File: src/rtl/tgc_pkg.sv
// Package for the counter gate control block: register map, field positions, reset values, types.
// Assumes a 32-bit APB slave with word-aligned registers.
package tgc_pkg;

    // ****************************************************************
    // Register offsets (byte addresses)
    // ****************************************************************
    localparam logic [7:0] TGC_GATE_CTRL_OFF = 8'h00;
    localparam logic [7:0] TGC_COUNT_CTRL_OFF = 8'h04;
    localparam logic [7:0] TGC_COUNT_VAL_OFF = 8'h08;
    localparam logic [7:0] TGC_IRQ_STAT_OFF = 8'h0C;
    localparam logic [7:0] TGC_IRQ_MASK_OFF = 8'h10;

    // ****************************************************************
    // Gate control register fields
    // ****************************************************************
    localparam int TGC_GE_BIT = 7;
    localparam int TGC_POL_BIT = 6;
    localparam int TGC_TM_BIT = 5;
    localparam int TGC_SPM_BIT = 4;
    localparam int TGC_GO_BIT = 3;
    localparam int TGC_VAL_BIT = 2;
    localparam int TGC_SS_LSB = 0;
    localparam int TGC_SS_W = 2;
    localparam logic [7:0] TGC_GATE_CTRL_RST = 8'h00;

    // Count control register: bit 0 counter on
    localparam int TGC_ON_BIT = 0;

    // Interrupt status/mask: bit 0 gate event, bit 1 counter overflow
    localparam int TGC_IRQ_GATE_BIT = 0;
    localparam int TGC_IRQ_OVF_BIT = 1;
    localparam int TGC_IRQ_W = 2;

    localparam int TGC_CNT_W = 16;
    localparam logic [15:0] TGC_CNT_RST = 16'h0000;

    // ****************************************************************
    // Types
    // ****************************************************************
    typedef struct packed {
        logic gate_enable;
        logic polarity;
        logic toggle_mode;
        logic single_pulse_mode;
        logic go_done;
        logic current_value;
        logic [1:0] source_select;
    } tgc_gate_ctrl_t;

    typedef enum logic [1:0] {
        TGC_SP_IDLE = 2'b00,
        TGC_SP_ARMED = 2'b01,
        TGC_SP_ACTIVE = 2'b10
    } tgc_sp_state_t;

endpackage : tgc_pkg
File: src/rtl/tgc_gate_ctrl.sv
// Counter gate control: 16-bit counter with gate enable, polarity, toggle and single-pulse modes.
// Assumes an APB master on clk and gate sources synchronous to clk.
// Overview of operation
// - With counter off, gate enable is ignored; on, gate enable makes counting gate-dependent.
// - Go/done reads one while single-pulse acquisition is armed and waiting.
// - Go/done reads zero when acquisition finished or never started.
// - Clearing single-pulse mode clears go/done and cancels acquisition.
// - Gate value bit follows the gate signal regardless of gate enable.
// - Gate register layout: enable, polarity, toggle, single, go, value, source.
// - Turning the counter off clears the gate toggle flip-flop.
// - Single-pulse gate falling edge sets gate event flag and clears go/done.
//
// The implementer's own choices: the register addresses and the APB slave port.
`timescale 1ns/10ps
module tgc_gate_ctrl
    import tgc_pkg::*;
#(
    parameter int CNT_W = 16
) (
    input wire logic clk,
    input wire logic rstn,
    input wire logic psel,
    input wire logic penable,
    input wire logic pwrite,
    input wire logic [7:0] paddr,
    input wire logic [31:0] pwdata,
    input wire logic [3:0] pstrb,
    output logic [31:0] prdata,
    output logic pready,
    output logic pslverr,
    input wire logic [3:0] gate_src,
    input wire logic count_tick,
    output logic [CNT_W-1:0] count_value,
    output logic irq
);

    initial begin
        if (CNT_W != TGC_CNT_W) begin
            $error("tgc_gate_ctrl: CNT_W must be 16");
        end
        // Status and read mux are sized for two events and a two-bit source field
        if (TGC_IRQ_W != 2 || TGC_SS_W != 2) begin
            $error("tgc_gate_ctrl: package field widths do not match the read mux");
        end
    end

    // ****************************************************************
    // Bus decode
    // ****************************************************************
    logic wr_en;
    logic rd_en;
    logic addr_ok;
    logic wr_gate;
    logic wr_on;
    logic wr_cnt;
    logic wr_stat;
    logic wr_mask;

    assign addr_ok = (paddr == TGC_GATE_CTRL_OFF) || (paddr == TGC_COUNT_CTRL_OFF) ||
                     (paddr == TGC_COUNT_VAL_OFF) || (paddr == TGC_IRQ_STAT_OFF) ||
                     (paddr == TGC_IRQ_MASK_OFF);
    assign pready = 1'b1;
    // Unmapped offsets answer with an error, never with a stall
    assign pslverr = psel && penable && !addr_ok;
    // The byte lane 0 strobe gates every write, including the count value bits in lane 1
    assign wr_en = psel && penable && pwrite && addr_ok && pstrb[0];
    assign rd_en = psel && !penable && !pwrite;
    assign wr_gate = wr_en && (paddr == TGC_GATE_CTRL_OFF);
    assign wr_on = wr_en && (paddr == TGC_COUNT_CTRL_OFF);
    assign wr_cnt = wr_en && (paddr == TGC_COUNT_VAL_OFF);
    assign wr_stat = wr_en && (paddr == TGC_IRQ_STAT_OFF);
    assign wr_mask = wr_en && (paddr == TGC_IRQ_MASK_OFF);

    // ****************************************************************
    // Control registers
    // ****************************************************************
    logic gate_enable_r;
    logic polarity_r;
    logic toggle_mode_r;
    logic spm_r;
    logic [1:0] source_select_r;
    logic counter_on_r;
    logic [TGC_IRQ_W-1:0] irq_mask_r;

    // Go bit is not stored here; it is the acquisition state itself
    always_ff @(posedge clk or negedge rstn) begin
        if (!rstn) begin
            gate_enable_r <= TGC_GATE_CTRL_RST[TGC_GE_BIT];
            polarity_r <= TGC_GATE_CTRL_RST[TGC_POL_BIT];
            toggle_mode_r <= TGC_GATE_CTRL_RST[TGC_TM_BIT];
            spm_r <= TGC_GATE_CTRL_RST[TGC_SPM_BIT];
            source_select_r <= TGC_GATE_CTRL_RST[TGC_SS_LSB +: TGC_SS_W];
        end else if (wr_gate) begin
            gate_enable_r <= pwdata[TGC_GE_BIT];
            polarity_r <= pwdata[TGC_POL_BIT];
            toggle_mode_r <= pwdata[TGC_TM_BIT];
            spm_r <= pwdata[TGC_SPM_BIT];
            source_select_r <= pwdata[TGC_SS_LSB +: TGC_SS_W];
        end
    end

    always_ff @(posedge clk or negedge rstn) begin
        if (!rstn) begin
            counter_on_r <= 1'b0;
        end else if (wr_on) begin
            counter_on_r <= pwdata[TGC_ON_BIT];
        end
    end

    always_ff @(posedge clk or negedge rstn) begin
        if (!rstn) begin
            irq_mask_r <= '0;
        end else if (wr_mask) begin
            irq_mask_r <= pwdata[TGC_IRQ_W-1:0];
        end
    end

    // ****************************************************************
    // Gate path
    // ****************************************************************
    logic gate_level;
    logic gate_level_r;
    logic gate_fall;
    logic gate_rise;

    // Polarity is applied before the toggle flop, so toggle sees active edges
    tgc_gate_select #(
        .NUM_SRC(4)
    ) u_gate_select (
        .clk(clk),
        .rstn(rstn),
        .gate_src(gate_src),
        .source_select(source_select_r),
        .polarity(polarity_r),
        .toggle_mode(toggle_mode_r),
        .counter_on(counter_on_r),
        .gate_level(gate_level)
    );

    // Gate value tracked regardless of gate enable
    // Reads zero until the first edge after reset; the pin level is unknown then
    always_ff @(posedge clk or negedge rstn) begin
        if (!rstn) begin
            gate_level_r <= 1'b0;
        end else begin
            gate_level_r <= gate_level;
        end
    end

    assign gate_fall = gate_level_r && !gate_level;
    assign gate_rise = gate_level && !gate_level_r;

    // ****************************************************************
    // Single-pulse acquisition
    // ****************************************************************
    tgc_sp_state_t sp_state_r;
    tgc_sp_state_t sp_state_nxt;
    logic go_set;
    logic sp_done;
    logic spm_nxt;
    logic sp_active;

    // Software arms by writing go with single-pulse mode set
    assign go_set = wr_gate && pwdata[TGC_SPM_BIT] && pwdata[TGC_GO_BIT];
    // Mode as it will be after this edge, so enabling and arming may share one write
    assign spm_nxt = wr_gate ? pwdata[TGC_SPM_BIT] : spm_r;
    assign sp_active = (sp_state_r == TGC_SP_ACTIVE);

    always_comb begin
        sp_state_nxt = sp_state_r;
        unique case (sp_state_r)
            TGC_SP_IDLE: begin
                if (go_set) begin
                    sp_state_nxt = TGC_SP_ARMED;
                end
            end
            TGC_SP_ARMED: begin
                if (gate_rise) begin
                    sp_state_nxt = TGC_SP_ACTIVE;
                end
            end
            TGC_SP_ACTIVE: begin
                if (gate_fall) begin
                    sp_state_nxt = TGC_SP_IDLE;
                end
            end
            default: begin
                sp_state_nxt = TGC_SP_IDLE;
            end
        endcase
        if (!spm_nxt) begin
            sp_state_nxt = TGC_SP_IDLE;
        end
    end

    always_ff @(posedge clk or negedge rstn) begin
        if (!rstn) begin
            sp_state_r <= TGC_SP_IDLE;
        end else begin
            sp_state_r <= sp_state_nxt;
        end
    end

    assign sp_done = spm_r && sp_active && gate_fall;

    logic go_done;
    // Armed or counting the pulse both read as one; idle reads zero
    assign go_done = (sp_state_r != TGC_SP_IDLE);

    // ****************************************************************
    // Counter
    // ****************************************************************
    logic count_en;
    logic [CNT_W-1:0] count_r;
    logic ovf;
    logic cnt_max;

    // In single-pulse mode the tick that meets the opening edge is lost; plain gating counts it in the same cycle
    always_comb begin
        if (!counter_on_r) begin
            count_en = 1'b0;
        end else if (!gate_enable_r) begin
            count_en = 1'b1;
        end else if (spm_r) begin
            count_en = sp_active && gate_level;
        end else begin
            count_en = gate_level;
        end
    end

    assign cnt_max = (count_r == {CNT_W{1'b1}});
    assign ovf = count_en && count_tick && cnt_max;

    // Bus write beats an increment in the same cycle
    always_ff @(posedge clk or negedge rstn) begin
        if (!rstn) begin
            count_r <= TGC_CNT_RST;
        end else if (wr_cnt) begin
            count_r <= pwdata[CNT_W-1:0];
        end else if (count_en && count_tick) begin
            count_r <= count_r + 1'b1;
        end
    end

    assign count_value = count_r;

    // ****************************************************************
    // Interrupts
    // ****************************************************************
    logic [TGC_IRQ_W-1:0] irq_stat_r;
    logic [TGC_IRQ_W-1:0] irq_set;
    logic [TGC_IRQ_W-1:0] irq_clr;

    assign irq_set = {ovf, sp_done};
    assign irq_clr = wr_stat ? pwdata[TGC_IRQ_W-1:0] : '0;

    // Set wins over a write-one-to-clear in the same cycle
    always_ff @(posedge clk or negedge rstn) begin
        if (!rstn) begin
            irq_stat_r <= '0;
        end else begin
            irq_stat_r <= (irq_stat_r & ~irq_clr) | irq_set;
        end
    end

    assign irq = |(irq_stat_r & irq_mask_r);

    // ****************************************************************
    // Read data
    // ****************************************************************
    tgc_gate_ctrl_t gate_view;
    logic [31:0] rdata_nxt;

    always_comb begin
        gate_view.gate_enable = gate_enable_r;
        gate_view.polarity = polarity_r;
        gate_view.toggle_mode = toggle_mode_r;
        gate_view.single_pulse_mode = spm_r;
        gate_view.go_done = go_done;
        gate_view.current_value = gate_level_r;
        gate_view.source_select = source_select_r;
    end

    always_comb begin
        unique case (paddr)
            TGC_GATE_CTRL_OFF: rdata_nxt = {24'h00_0000, gate_view};
            TGC_COUNT_CTRL_OFF: rdata_nxt = {31'h0000_0000, counter_on_r};
            TGC_COUNT_VAL_OFF: rdata_nxt = {16'h0000, count_r};
            TGC_IRQ_STAT_OFF: rdata_nxt = {30'h0000_0000, irq_stat_r};
            TGC_IRQ_MASK_OFF: rdata_nxt = {30'h0000_0000, irq_mask_r};
            default: rdata_nxt = 32'h0000_0000;
        endcase
    end

    // Loaded in the setup cycle, so the access phase needs no wait state
    always_ff @(posedge clk or negedge rstn) begin
        if (!rstn) begin
            prdata <= '0;
        end else if (rd_en) begin
            prdata <= rdata_nxt;
        end
    end

endmodule : tgc_gate_ctrl

File: src/rtl/tgc_gate_select.sv
// Gate source multiplexer with polarity and optional toggle flip-flop.
// Assumes gate sources already synchronous to clk.
`timescale 1ns/10ps
module tgc_gate_select
    import tgc_pkg::*;
#(
    parameter int NUM_SRC = 4
) (
    input wire logic clk,
    input wire logic rstn,
    input wire logic [NUM_SRC-1:0] gate_src,
    input wire logic [1:0] source_select,
    input wire logic polarity,
    input wire logic toggle_mode,
    input wire logic counter_on,
    output logic gate_level
);

    initial begin
        if (NUM_SRC != 4) begin
            $error("tgc_gate_select: NUM_SRC must be 4");
        end
    end

    logic sel_raw;
    logic pol_level;
    logic pol_level_r;
    logic tog_r;

    assign sel_raw = gate_src[source_select];
    assign pol_level = polarity ? sel_raw : ~sel_raw;

    always_ff @(posedge clk or negedge rstn) begin
        if (!rstn) begin
            pol_level_r <= 1'b0;
        end else begin
            pol_level_r <= pol_level;
        end
    end

    // Toggle flop flips on each rising active edge; held clear when off
    always_ff @(posedge clk or negedge rstn) begin
        if (!rstn) begin
            tog_r <= 1'b0;
        end else if (!counter_on || !toggle_mode) begin
            tog_r <= 1'b0;
        end else if (pol_level && !pol_level_r) begin
            tog_r <= ~tog_r;
        end
    end

    assign gate_level = toggle_mode ? tog_r : pol_level;

endmodule : tgc_gate_select

File: config.mk
export PLATFORM = sky130hd
export DESIGN_NAME = tgc_gate_ctrl
export DESIGN_NICKNAME = d
export VERILOG_FILES = /design/src/rtl/tgc_pkg.sv /design/src/rtl/tgc_gate_ctrl.sv /design/src/rtl/tgc_gate_select.sv
export SDC_FILE = /design/constraint.sdc
export NUM_CORES = 1
export LEC_CHECK = 0
export BUFFER_PORTS_ARGS = -buffer_cell sky130_fd_sc_hd__buf_2
export CAP_MARGIN = 20
export CORE_MARGIN = 10
export CORE_UTILIZATION = 40
export DETAILED_ROUTE_END_ITERATION = 7
export PLACE_DENSITY = 0.71
export SYNTH_ARGS = -nofsm -noshare
export SYNTH_HDL_FRONTEND = slang
export SYNTH_SLANG_ARGS = --single-unit
File: constraint.sdc
create_clock -name clk -period 2.55 [get_ports clk]
set_clock_uncertainty 0.2 [all_clocks]
set_input_delay 0.1275 -clock clk [delete_from_list [all_inputs] [get_ports clk]]
set_output_delay 0.1275 -clock clk [all_outputs]
set_load 0.05 [all_outputs]
# Word-level counts from Yosys, hierarchy flattened
# Index checks and enable logic that the tools add are counted.
dict set report word_totals {
  output_inout_bits 51
  wordCells 93
  inputBits 54
  register_bits 64
}
dict set report classes {
  eq_ne 10
  addsub 1
  order_cmp 1
  bitwise_logic 6
  reduce_logical 42
  mux 19
}
# op count
set op_table {}
lappend op_table {{$pmux 16 s5} 1}
lappend op_table {{$mux 16} 2}
lappend op_table {{$logic_and 1x1->1} 22}
lappend op_table {{$add 16x1->16 const B} 1}
lappend op_table {{$eq 16x16->1 const B} 1}
lappend op_table {{$eq 8x4->1 const B} 2}
lappend op_table {{$mux 2} 5}
lappend op_table {{$mux 1} 9}
lappend op_table {{$ne 3x3->1 const B} 3}
lappend op_table {{$eq 8x3->1 const B} 1}
lappend op_table {{$eq 8x5->1 const B} 1}
lappend op_table {{$logic_not 1->1} 8}
lappend op_table {{$logic_not 8->1} 1}
lappend op_table {{$pmux 2 s3} 1}
lappend op_table {{$reduce_bool 2->1} 3}
lappend op_table {{$logic_or 1x1->1} 5}
lappend op_table {{$and 2x2->2} 2}
lappend op_table {{$lt 2x3->1 const B} 1}
lappend op_table {{$reduce_and 3->1} 1}
lappend op_table {{$bmux 1 s2} 1}
lappend op_table {{$eq 2x1->1 const B} 1}
lappend op_table {{$eq 2x2->1 const B} 1}
lappend op_table {{$logic_not 2->1} 1}
lappend op_table {{$not 1->1} 2}
lappend op_table {{other kinds (3)} 3}

# Logic depth before layout (Yosys ltp)
# Gate-level depths: netlist (run 1).
dict set report logic_depth {
  depth_word 13
  mapped_depth 7
  ltp_nobuf 6
}

# By module
# A second synthesis (run 1) with hierarchy kept.
dict set report hier_totals {
  cells_unflattened 265
  area_unflattened_um2 2657.5
}
# module seq_area_each_um2 cells_per_inst area_each_um2 n_inst
set by_module_without_submodules {}
lappend by_module_without_submodules {tgc_gate_ctrl 1151.1 250 2497.4 1}
lappend by_module_without_submodules {tgc_gate_select 50.0 15 160.2 1}

# Worst setup path before layout (run 1)
# Ideal clock, no wire load.
dict set report synth_timing {
  kind {reg-to-reg}
  start {register count_r[6] (netlist: count_value[6])}
  end {register count_r[9] (netlist: count_value[9])}
  path_stages_with_launch 7
  path_buffers 0
  arrival_time_ps 1873
  period_less_slack_ps 2155
  required_ps 2268
  setup_slack_ps 395
  setup_time_ps 82
  path_cell_list {dfrtp_1 > nand3_1 > a21o_2 > a31oi_4 > o211ai_4 > or3_1 > a31oi_1}
}
dict set report synth_between {
  elab_chain_len 3
}
# item line
set synth_lines {}
lappend synth_lines {{start, declared} tgc_gate_ctrl.sv:214} ;# logic [CNT_W-1:0] count_r;
lappend synth_lines {{start signal, assigned} tgc_gate_ctrl.sv:239} ;# count_r <= pwdata[CNT_W-1:0];
lappend synth_lines {{start signal, assigned} tgc_gate_ctrl.sv:241} ;# count_r <= count_r + 1'b1;
lappend synth_lines {{$add 16x1->16} tgc_gate_ctrl.sv:241}
lappend synth_lines {{$mux 16} tgc_gate_ctrl.sv:240} ;# end else if (count_en && count_tick) begin
lappend synth_lines {{$mux 16} tgc_gate_ctrl.sv:238} ;# end else if (wr_cnt) begin
# No other way between the ends. The select of a mux whose other input is x is not followed.
# A chain may end at the register's enable or synchronous reset.

# Worst setup path in the final report (run 1)
dict set report layout_timing {
  start {register source_select_r[0]}
  end {register count_r[1] (netlist: count_value[1])}
}
dict set report layout_between {
  elab_chain_len 11
}
# item line
set layout_lines {}
lappend layout_lines {{start, declared} tgc_gate_ctrl.sv:81} ;# logic [1:0] source_select_r;
lappend layout_lines {{start signal, assigned} tgc_gate_ctrl.sv:92} ;# source_select_r <= TGC_GATE_CTRL_RST[TGC_SS_LSB +: TGC_SS_W];
lappend layout_lines {{start signal, assigned} tgc_gate_ctrl.sv:98} ;# source_select_r <= pwdata[TGC_SS_LSB +: TGC_SS_W];
lappend layout_lines {{$bmux 1 s2 *} tgc_gate_select.sv:30} ;# assign sel_raw = gate_src[source_select];
lappend layout_lines {{$mux 1 (not written as such) *} tgc_gate_select.sv:30}
lappend layout_lines {{$not 1->1} tgc_gate_select.sv:31} ;# assign pol_level = polarity ? sel_raw : ~sel_raw;
lappend layout_lines {{$mux 1 *} tgc_gate_select.sv:31}
lappend layout_lines {{$mux 1 *} tgc_gate_select.sv:52} ;# assign gate_level = toggle_mode ? tog_r : pol_level;
lappend layout_lines {{$logic_and 1x1->1} tgc_gate_ctrl.sv:225} ;# count_en = sp_active && gate_level;
lappend layout_lines {{$mux 1 *} tgc_gate_ctrl.sv:224} ;# end else if (spm_r) begin
lappend layout_lines {{$mux 1 *} tgc_gate_ctrl.sv:222} ;# end else if (!gate_enable_r) begin
lappend layout_lines {{$mux 1 *} tgc_gate_ctrl.sv:220} ;# if (!counter_on_r) begin
lappend layout_lines {{$logic_and 1x1->1 *} tgc_gate_ctrl.sv:240}
lappend layout_lines {{$reduce_bool 2->1 (no source line) *} n/a}
# Every way passes the cells marked *; elsewhere a longest branch is shown, timed or not. The select of a mux whose other input is x is not followed.

==> reports/results.md, run 1 <==
### Setup path
• worst setup path end: count_value[1]
• Worst Path Arrival: 2.21 ns
• R2R Setup Slk: 0.32 ns
• type of element capturing the critical path: register
• critical path startpoint: source_select_r[0]
• worst reg2reg endpoint: count_value[1]
• slowest stage cell, crit path: dfrtp_1
• required time of the worst setup path: 2.53 ns
• type of element launching the critical path: register
• stage delay of the slowest cell on the critical path: 0.43 ns
• Worst Path Max Fanout: 6
• Worst R2R Start: source_select_r[0]
• critical path class: reg -> reg
• library cell appearing most often on the critical path: mux2i_1
• chain of cells forming the critical path: mux2i_1, mux2i_1, nand4_1, nand2_1, mux2i_1, a21oi_1
• R2R cell count: 6

### Timing
• part of the cycle the worst path needs: 0.874
• post-layout worst setup margin: 0.321 ns
• Final Slew Violations: 0
• number of failing setup endpoints in the final timing report: 0
• worst relative slew slack: 0.594
• final hold violations: 0
• post-route setup TNS: 0 ns
• actual slew at the worst max-slew pin: 0.608 ns
• minimum period implied by the final worst setup slack: 2.23 ns
• Min Hold Slack: 0.0119 ns
• highest attainable clock frequency: 0.449 GHz
• unrepaired setup endpoints after global routing: no

### CTS
• clock slew at reported path FFs: 0.09 ns
• H-tree depth reported by CTS: 2
• clock buffer count from CTS: 5
• TritonCTS clock tree: done
• later-pin clock latency in the skew report: 0.31 ns
• total of cells resized after clock tree synthesis: 0
• Root Driver: clkbuf_8
• Clock Path Buffers: 2
• Sink Count: 48

### Global routing
• global-route congestion overflow total: 0
• first-pass GRT wire length: 11.7 mm
• maximum number of pins on one net before global-route repair: 49
• gr usage total: 0.141
• via count of the first global-routing pass: 2298
• number of antenna violations at the first check in global routing: 1

### Synthesis
• post-synth design cell area: 2680 um^2
• synthesized netlist cell count: 280
• sequential-to-total area share from yosys stat: 0.448
• FFs w/ async S/R, synth: 1.00
• number of enable-type register cells in the synthesized netlist: 0
• mean cell area of the mapped netlist: 9.59 um^2
• Synth cell types: 46
• number of synthesis warnings: 0
• most used flip-flop cell after synthesis: dfrtp_1
• count of state elements after synthesis: 48

### Pwr
• net load switching power: 0.489 mW
• sequential group share of total power: 0.490
• worst IR drop on VDD: 170 uV
• clock network fraction of design power: 0.337
• combinational share of power: 0.173
• post-layout power: 1.64 mW
• power per unit of standard cell area: 493 nW/um^2
• internal cell power: 1.15 mW
• sw frac: 0.298
• leakage power summed over all cells: 1.69 nW

### Drt
• per-cell routed wire length: 16.2 um
• Met3 Routed Length: 743 um
• drt via density: 5.29
• antenna-violating nets left: 0
• highest signal layer in the routed design: met4
• WL final: 7.16 mm
• routed via count: 2339
• total DRC errors in the routed layout: 0
• detailed-routing wirelength on met1: 3.04 mm
• initial DRC count: 131
• number of iterations in the first detailed-routing pass: 4
• total met2 wirelength after detailed routing: 3.27 mm

### Die
• Die Footprint: 10400 um^2
• number of rows created at floorplan: 29
• I/O pin count: 105
• Die X-Extent: 102 um
• starting density of the core: 0.418
• die boundary height: 102 um
• core region area: 6420 um^2

### Placed design
• count of input and output buffers: 68
• placed wire-length estimate: 5.40 mm
• cell total after placement: 416
• placement-stage worst setup slack: 0.325 ns
• area after detailed placement: 3040 um^2
• Final Wtd Congestion: 0.811

### Final layout
• number of cells in the finished layout apart from fillers: 442
• post-layout utilization of the core: 0.518
• final instance area: 3320 um^2
• Final #Nets: 418
• fraction of layout instances using a drive strength above 1: 0.269
• synthesis-to-finish area growth: 23.9%

### Flow run
• Max-cap violations: 0

### Worst hold path
• class of the worst hold path: in -> reg

### Status
• status: complete, no violations

worst min path at each step:
stage          cells past startpoint  slack, ns  startpoint                        end
2_1_floorplan                      0      -0.37        rstn             count_value[0]
3_3_place_gp                       2       0.06        rstn  u_gate_select.pol_level_r
3_5_place_dp                       2       0.07        rstn        u_gate_select.tog_r
4_1_cts                            3      0.002    paddr[3]              irq_stat_r[0]
5_1_grt                            4       0.04    paddr[3]              irq_stat_r[1]
6_report                           3       0.01    paddr[3]              irq_stat_r[0]
timing repair:
item                                    in CTS  in global routing
hold buffers                                17                  0
hold endpoints to repair                    76                  0
buffers inserted                             0                  0
endpoints found under the setup margin       0                  0
layout by cell type, fill, tap and decap left out, drive strengths merged, types with 7 or more instances in the layout:
| cell | n |
|---|---|
| dfrtp | 48 |
| buf | 73 |
| a21oi | 16 |
| nand4 | 8 |
| mux2i | 7 |
| dlygate4sd3 | 17 |
| and3 | 7 |
| nor2 | 32 |
| conb | 17 |
| a31oi | 7 |
| xor2 | 14 |
| nand2 | 29 |
| nand3 | 14 |
| mux2 | 9 |
critical path, delay by kind of cell (launching register included):
kind            cells  cell delay [ns]
simple gates        2             0.51
compound gates      1             0.08
flops               1             0.43
mux                 3             0.88
power groups by stage:
stage               clock network (mW)  registers [mW]  logic, mW
floorplan                            0           0.887      0.131
global placement                     0           0.816      0.263
detailed placement                   0           0.818      0.265
CTS                              0.568           0.803      0.285
global route                     0.603           0.806      0.305
finish                           0.553           0.803      0.284
state kept, by name, indices dropped and copies added (netlist names), 2 cells and up:
register         cells
prdata              16
irq_stat_r           2
count_value         16
irq_mask_r           2
source_select_r      2
sp_state_r           2
Yosys cell counts, types with 5 or more instances:
| cell | instances | area (um^2) |
|---|---|---|
| nand4_1 | 8 | 50.1 |
| nor2_1 | 31 | 116 |
| clkbuf_1 | 10 | 37.5 |
| nand3_1 | 14 | 70.1 |
| xor2_1 | 14 | 123 |
| dfrtp_1 | 48 | 1200 |
| and3_1 | 7 | 43.8 |
| buf_4 | 17 | 128 |
| mux2_2 | 9 | 101 |
| o2111ai_1 | 6 | 52.6 |
| a31oi_1 | 6 | 37.5 |
| mux2i_1 | 7 | 70.1 |
| a221oi_1 | 5 | 43.8 |
| a21oi_1 | 16 | 80.1 |
| nand2_1 | 29 | 109 |
kinds of logic after synthesis:
group / count (synthesis) / synth area share
xor+xnor: 15 / 0.0490
buf+inv: 33 / 0.0704
mux: 17 / 0.0737
simple gates: 117 / 0.224
flops: 48 / 0.448
fa+ha+maj: 1 / 0.00466
other cells: 2 / 0.00280
compound gates: 47 / 0.128
routing by layer:
layer / global-route usage / vias to the layer above
met5: 0 / -
met4: 0.0542 / 0
met3: 0.0479 / 10
met2: 0.217 / 93
met1: 0.179 / 1095
li1: - / 1141
cell type report:
class	instances	area (um^2)
Sequential cell	48	1200
Clock inverter	3	42.5
Tap cell	77	96.3
Multi-Input combinational cell	214	1350
Clock buffer	5	68.8
Antenna cell	1	2.50
Inverter	4	15.0
Fill cell	624	3100
Timing Repair Buffer	90	548
Power figures use the tool's default switching activity.
==> run 2: changes to the inputs <==
--- a/config.mk
+++ b/config.mk
@@ -13,4 +13,5 @@
 export PLACE_DENSITY = 0.71
 export SYNTH_ARGS = -nofsm -noshare
 export SYNTH_HDL_FRONTEND = slang
+export SYNTH_HIERARCHICAL = 1
 export SYNTH_SLANG_ARGS = --single-unit
==> run 2 against run 1 <==
Effect of this change: sequential share of layout area decreased by 0.94 points; power increased by 0.49%; area after synthesis decreased by 0.98%; combinational power decreased by 28%; critical endpoint is now count_value[4]; largest cell class unchanged.
==> reports/results.md, run 2 <==
### Drt
• number of iterations in the first detailed-routing pass: 4, unchanged
• initial DRC count: 161, +23%
• total DRC errors in the routed layout: 0, unchanged
• drt via density: 5.21, -1.5%
• antenna-violating nets left: 0, unchanged
• routed via count: 2283, -2.4%
• per-cell routed wire length: 16.2 um, -0.13%
• WL final: 7.09 mm, -1.0%

### Timing
• post-layout worst setup margin: 0.0973 ns, -0.224 ns
• unrepaired setup endpoints after global routing: yes
• highest attainable clock frequency: 0.408 GHz, -9.1%
• Final Slew Violations: 0, unchanged
• Min Hold Slack: 0.0115 ns, -0.000443 ns
• number of failing setup endpoints in the final timing report: 0, unchanged
• part of the cycle the worst path needs: 0.962, +0.0877
• post-route setup TNS: 0 ns, unchanged
• final hold violations: 0, unchanged
• worst relative slew slack: 0.644, +0.0493
• minimum period implied by the final worst setup slack: 2.45 ns, +0.224 ns
• actual slew at the worst max-slew pin: 0.534 ns, -0.0740 ns

### Final layout
• top library cells by usage in the layout, fill and taps aside: buf_2, dfrtp_1, nand2_1
• fraction of layout instances using a drive strength above 1: 0.321, +0.0521
• leading cell type in the layout, fill and taps excluded: buf_2
• number of inserted filler cells in the final layout: 564, -9.6%
• diodes inserted: 0, -1
• post-layout utilization of the core: 0.535, +0.0174
• synthesis-to-finish area growth: 28.6%
• Final #Nets: 415, -0.72%

### Synthesis
• cell with the most instances after synthesis: dfrtp_1
• Synth cell types: 47, +2.2%
• post-synth top area share: 0.452, +0.00442
• count of state elements after synthesis: 48, unchanged
• post-synth design cell area: 2660 um^2, -0.98%
• number of synthesis warnings: 6, +6
• sequential-to-total area share from yosys stat: 0.452, +0.00442
• synthesized netlist cell count: 265, -5.4%
• Area contributors post-synth: dfrtp_1, buf_4, mux2_2
• mean cell area of the mapped netlist: 10.0 um^2, +4.6%
• most used flip-flop cell after synthesis: dfrtp_1
• FFs w/ async S/R, synth: 1.00, unchanged
• area leader, netlist: dfrtp_1
• number of enable-type register cells in the synthesized netlist: 0, unchanged
• commonest cells in the netlist: dfrtp_1, nand2_1, buf_4

### Setup path
• worst path buffer plus inverter count: 1, +1
• chain of cells forming the critical path: mux2i_2, mux2_2, xor2_2, mux2_4, nor2b_4, a211oi_2, buf_4, and4_1, xnor2_1, a21oi_1
• critical path class: reg -> reg
• stage delay of the slowest cell on the critical path: 0.45 ns, +0.02 ns
• type of element capturing the critical path: register
• slowest stage cell, crit path: dfrtp_2
• required time of the worst setup path: 2.55 ns, +0.02 ns
• Worst Path Max Fanout: 4, -2
• type of element launching the critical path: register
• Worst Path Arrival: 2.45 ns, +0.24 ns
• cell family with most CP delay: multiplexers

### Global routing
• maximum number of pins on one net before global-route repair: 26, -47%
• gr usage total: 0.135, -0.00585
• first-pass GRT wire length: 11.3 mm, -2.9%
• number of antenna violations at the first check in global routing: 0, -1
• global-route congestion overflow total: 0, unchanged
• via count of the first global-routing pass: 2196, -4.4%

### Die
• die boundary height: 102 um, -0.39%
• I/O pin count: 105, unchanged
• Die X-Extent: 102 um, -0.39%
• number of rows created at floorplan: 29, unchanged
• starting density of the core: 0.416, -0.00174
• core region area: 6390 um^2, -0.57%
• Die Footprint: 10300 um^2, -0.78%

### CTS
• clock buffer count from CTS: 5, unchanged
• TritonCTS clock tree: done
• Clock Path Buffers: 2, unchanged
• Sink Count: 48, unchanged
• later-pin clock latency in the skew report: 0.31 ns, about the same
• Root Driver: clkbuf_8
• clock slew at reported path FFs: 0.09 ns, about the same
• H-tree depth reported by CTS: 2, unchanged

### Placed design
• placed wire-length estimate: 5.47 mm, +1.4%
• placement-stage worst setup slack: 0.0147 ns, -0.311 ns
• count of input and output buffers: 68, unchanged
• Final Wtd Congestion: 0.877, +8.2%

### Worst hold path
• class of the worst hold path: in -> reg

### Flow run
• Max-cap violations: 0, unchanged

### Pwr
• leakage power summed over all cells: 1.69 nW, +0.11%
• worst IR drop on VDD: 264 uV, +56%
• power per unit of standard cell area: 482 nW/um^2, -2.2%

### Status
• status: complete, no violations

## run 2: changes by cell type after synthesis, sizes merged, moves of 6 or more
| cell | before | now |
|---|---|---|
| nor2 | 32 | 18 |
| o21ai | 4 | 17 |
| a22o | 1 | 10 |
| a31oi | 7 | 1 |
| clkbuf | 10 | 4 |
| xnor2 | 1 | 7 |
## run 2: cell type report
type / count / area [um^2] / share of cell area
timing repair buffer: 99 / 616 / 0.180
clock inverter: 3 / 68.8 / 0.0201
sequential: 48 / 1200 / 0.352
inverter: 3 / 11.3 / 0.00330
multi-input combinational: 203 / 1350 / 0.396
tap: 77 / 96.3 / 0.0282
clock buffer: 5 / 68.8 / 0.0201
## run 2: cell families after synthesis
group           after synthesis  synth area share
simple gates                 92             0.190
fa+ha+maj                     1           0.00471
compound gates               53             0.128
xor+xnor                     18            0.0593
other cells                   2           0.00283
buf+inv                      29            0.0749
mux                          22            0.0885
flops                        48             0.452
## run 2: layer usage
| layer | part of all wire | wire (um) | vias up | GRT usage |
|---|---|---|---|---|
| met4 | 0.015 | 108 | 0 | 0.0407 |
| li1 | - | - | 1106 | - |
| met1 | 0.39 | 2760 | 1097 | 0.167 |
| met5 | 0 | 0 | - | 0 |
| met3 | 0.072 | 507 | 11 | 0.0320 |
| met2 | 0.52 | 3720 | 69 | 0.227 |
## run 2: metrics by stage
stage          cells  area [um^2]  total power [mW]
2_1_floorplan    280         2710             0.927
3_3_place_gp     412         3060             0.973
3_5_place_dp     412         3060             0.974
4_1_cts          437         3370              1.65
5_1_grt          438         3420              1.71
6_report         438         3420              1.65
## run 2: final timing paths
kind | start | end | slack [ns] | cells past startpoint
max reg2reg | source_select_r[1] | count_value[4] | 0.1 | 10
min | paddr[2] | irq_stat_r[1] | 0.01 | 4
max | source_select_r[1] | count_value[4] | 0.1 | 10
min reg2reg | prdata[5] | prdata[5] | 0.28 | 2
min in group asynchronous | rstn | prdata[10] | 0.12 | 2
max in group asynchronous | rstn | gate_level_r | 1.31 | 3
## run 2: worst min-delay path, stage by stage
cell     delay, ns
buf_2         0.17
nand4_1       0.09
nand2_1       0.05
nand2_1       0.05
## run 2: timing repair
item / in CTS / in global routing
gates cloned: 0 / 0
hold endpoints to repair: 51 / 0
setup buffers: 0 / 1
setup endpoints to repair: 1 / 11
pin swaps: 0 / 1
hold buffers: 17 / 0
resized for setup: 1 / 11
## run 2: where the power goes
group          internal [mW]  leakage, nW  switching [mW]
Combinational         0.0652        0.956           0.139
Clock                  0.395       0.0687           0.270
Sequential             0.768        0.664          0.0118
==> run 3: changes to the inputs <==
--- a/config.mk
+++ b/config.mk
@@ -5,12 +5,13 @@
 export SDC_FILE = /design/constraint.sdc
 export NUM_CORES = 1
 export LEC_CHECK = 0
+export ABC_AREA = 1
 export BUFFER_PORTS_ARGS = -buffer_cell sky130_fd_sc_hd__buf_2
 export CAP_MARGIN = 20
 export CORE_MARGIN = 10
 export CORE_UTILIZATION = 40
 export DETAILED_ROUTE_END_ITERATION = 7
-export PLACE_DENSITY = 0.71
+export PLACE_DENSITY = 0.7
 export SYNTH_ARGS = -nofsm -noshare
 export SYNTH_HDL_FRONTEND = slang
 export SYNTH_HIERARCHICAL = 1
==> run 3 against run 2 <==
Effect of this change: setup slack better by 0.16 ns; utilization down 1.8 points; area after synthesis up 7.8%; largest cell class unchanged; critical path type unchanged; first-iteration DRC count is 9.3% higher; via count rose by 16%.
==> reports/results.md, run 3 <==
### Status
• status: complete, no violations

### Global routing
• maximum number of pins on one net before global-route repair: 24, -7.7%
• global-route congestion overflow total: 0, unchanged
• gr usage total: 0.148, +0.0127
• number of antenna violations at the first check in global routing: 0, unchanged
• first-pass GRT wire length: 13.6 mm, +20%
• via count of the first global-routing pass: 2734, +24%

### Synthesis
• dominant combinational cell family by area after synthesis: simple AND/OR/NAND/NOR gates
• share of the synthesized netlist area taken by xor and xnor gates: 0.0245, -0.0349
• number of enable-type register cells in the synthesized netlist: 0, unchanged
• number of synthesis warnings: 6, unchanged
• Area contributors post-synth: dfrtp_1, nand2_1, inv_1
• cell with the most instances after synthesis: nand2_1
• most used flip-flop cell after synthesis: dfrtp_1
• commonest cells in the netlist: nand2_1, dfrtp_1, inv_1
• count of state elements after synthesis: 48, unchanged
• post-synth design cell area: 2870 um^2, +7.8%
• fraction of the mapped netlist area in adder cells: 0.00437, -0.000341
• area leader, netlist: dfrtp_1
• synthesized netlist cell count: 359, +35%
• FFs w/ async S/R, synth: 1.00, unchanged
• sequential-to-total area share from yosys stat: 0.419, -0.0328
• Synth cell types: 39, -17%
• multiplexer share of the synthesized area: 0.00742, -0.0811
• mean cell area of the mapped netlist: 7.98 um^2, -20%
• simple-gate share of the synthesized area: 0.294, +0.105
• compound-gate portion of the synthesized area: 0.128, +0.000324
• post-synth top area share: 0.419, -0.0328

### Drt
• per-cell routed wire length: 14.5 um, -11%
• drt via density: 4.82, -7.5%
• number of iterations in the first detailed-routing pass: 4, unchanged
• antenna-violating nets left: 0, unchanged
• routed via count: 2641, +16%
• initial DRC count: 176, +9.3%
• WL final: 7.94 mm, +12%
• total DRC errors in the routed layout: 0, unchanged

### Setup path
• type of element capturing the critical path: register
• required time of the worst setup path: 2.55 ns, about the same
• Worst R2R Start: source_select_r[0]
• type of element launching the critical path: register
• Worst Path Max Fanout: 8, +4
• critical path startpoint: source_select_r[0]
• critical path class: reg -> reg
• Worst Path Arrival: 2.29 ns, -0.16 ns

### Final layout
• diodes inserted: 0, unchanged
• fraction of layout instances using a drive strength above 1: 0.263, -0.0581
• top library cells by usage in the layout, fill and taps aside: nand2_1, buf_2, dfrtp_1
• Final #Nets: 506, +22%
• leading cell type in the layout, fill and taps excluded: nand2_1
• synthesis-to-finish area growth: 23.9%
• final instance area: 3550 um^2, +3.9%

### Timing
• highest attainable clock frequency: 0.437 GHz, +7.1%
• actual slew at the worst max-slew pin: 0.627 ns, +0.0928 ns
• Final Slew Violations: 0, unchanged
• minimum period implied by the final worst setup slack: 2.29 ns, -0.162 ns
• post-route setup TNS: 0 ns, unchanged
• part of the cycle the worst path needs: 0.898, -0.0635
• unrepaired setup endpoints after global routing: no
• worst relative slew slack: 0.581, -0.0624
• final hold violations: 0, unchanged
• Min Hold Slack: 0.0508 ns, +0.0393 ns
• number of failing setup endpoints in the final timing report: 0, unchanged

### CTS
• later-pin clock latency in the skew report: 0.30 ns, about the same
• clock buffer count from CTS: 5, unchanged
• Root Driver: clkbuf_8
• H-tree depth reported by CTS: 2, unchanged
• Sink Count: 48, unchanged
• TritonCTS clock tree: done
• Clock Path Buffers: 2, unchanged
• clock slew at reported path FFs: 0.09 ns, about the same

### Die
• number of rows created at floorplan: 30, +3.4%
• I/O pin count: 105, unchanged
• Die X-Extent: 105 um, +3.1%
• starting density of the core: 0.417, +0.000978
• die boundary height: 105 um, +3.1%
• core region area: 6870 um^2, +7.6%
• Die Footprint: 10900 um^2, +6.3%

### Pwr
• worst IR drop on VDD: 247 uV, -6.6%
• leakage power summed over all cells: 1.81 nW, +7.4%
• power per unit of standard cell area: 433 nW/um^2, -10%

### Placed design
• area after detailed placement: 3260 um^2, +6.6%
• Final Wtd Congestion: 0.892, +1.7%
• placed wire-length estimate: 6.36 mm, +16%
• count of input and output buffers: 68, unchanged

### Flow run
• Max-cap violations: 0, unchanged

### Worst hold path
• class of the worst hold path: in -> reg
• beginning of the worst hold path: gate_src[2]

## run 3: critical path: stages, from the launching register on
cell and delay [ns]:
dfrtp_1 0.40, inv_1 0.07, nand2_1 0.07, nand3_2 0.09
nand2_2 0.09, nand2_2 0.05, nand2_2 0.08, nor2_2 0.04
a21oi_2 0.17, nand2_1 0.12, a21oi_4 0.20, nand2_2 0.15
nand2_4 0.17, inv_2 0.08, nand2_1 0.06, nand2_1 0.05
nand2_1 0.05, nand2_1 0.04
## run 3: where the power goes
part | switching (mW) | leakage (nW) | internal (mW)
Sequential | 0.0172 | 0.622 | 0.777
Combinational | 0.195 | 1.15 | 0.0750
Clock | 0.253 | 0.0445 | 0.221
Total | 0.465 | 1.81 | 1.07
## run 3: area by class of cell
| class | instances | area (um^2) |
|---|---|---|
| clock buffers | 7 | 86.3 |
| clock inverters | 1 | 7.51 |
| fillers | 668 | 3320 |
| inverters | 51 | 191 |
| multi-input cells | 254 | 1390 |
| flip-flops and latches | 48 | 1200 |
| well taps | 96 | 120 |
| repair buffers | 91 | 558 |
## run 3: worst paths after layout
check,slack [ns],to,depth (start not counted)
hold / removal,0.05,u_gate_select/pol_level_r,6
setup reg to reg,0.26,count_value[14],17
min in group asynchronous,0.08,prdata[8],2
max in group asynchronous,1.50,source_select_r[1],3
hold reg to reg,0.29,prdata[12],2
setup / recovery,0.26,count_value[14],17
## run 3: logic make-up (layout without fill, tap and decap cells)
family | Yosys count | in the layout
AND/OR/NAND/NOR | 172 | 172
buffers and inverters | 72 | 150
multiplexers | 2 | 2
AO/OA/AOI/OAI | 54 | 54
XOR/XNOR | 8 | 8
flip-flops | 48 | 48
adder cells (fa/ha/maj) | 1 | 1
other | 2 | 17
## run 3: what timing repair did
action | 4_1_cts | 5_1_grt
buffers inserted | 0 | 1
hold endpoints to repair | 71 | 0
resized for setup | 0 | 1
hold buffers | 18 | 0
setup endpoints to repair | 0 | 5
## run 3: per-layer routing
layer	global-route usage	vias to the layer above	wire (um)
li1	-	1318	-
met1	0.176	1255	3360
met2	0.260	60	4090
met3	0.0326	8	384
met4	0.0422	0	102
met5	0	-	0
## run 3: through the flow
stage,power [mW],cells,utilization,setup slack (ns)
after floorplan,0.991,374,-,0.426
after global placement,1.05,521,0.475,0.216
after detailed placement,1.06,521,0.475,0.179
after CTS,1.55,547,0.515,0.165
after global routing,1.62,548,0.517,0.0369
final,1.54,548,0.517,0.259
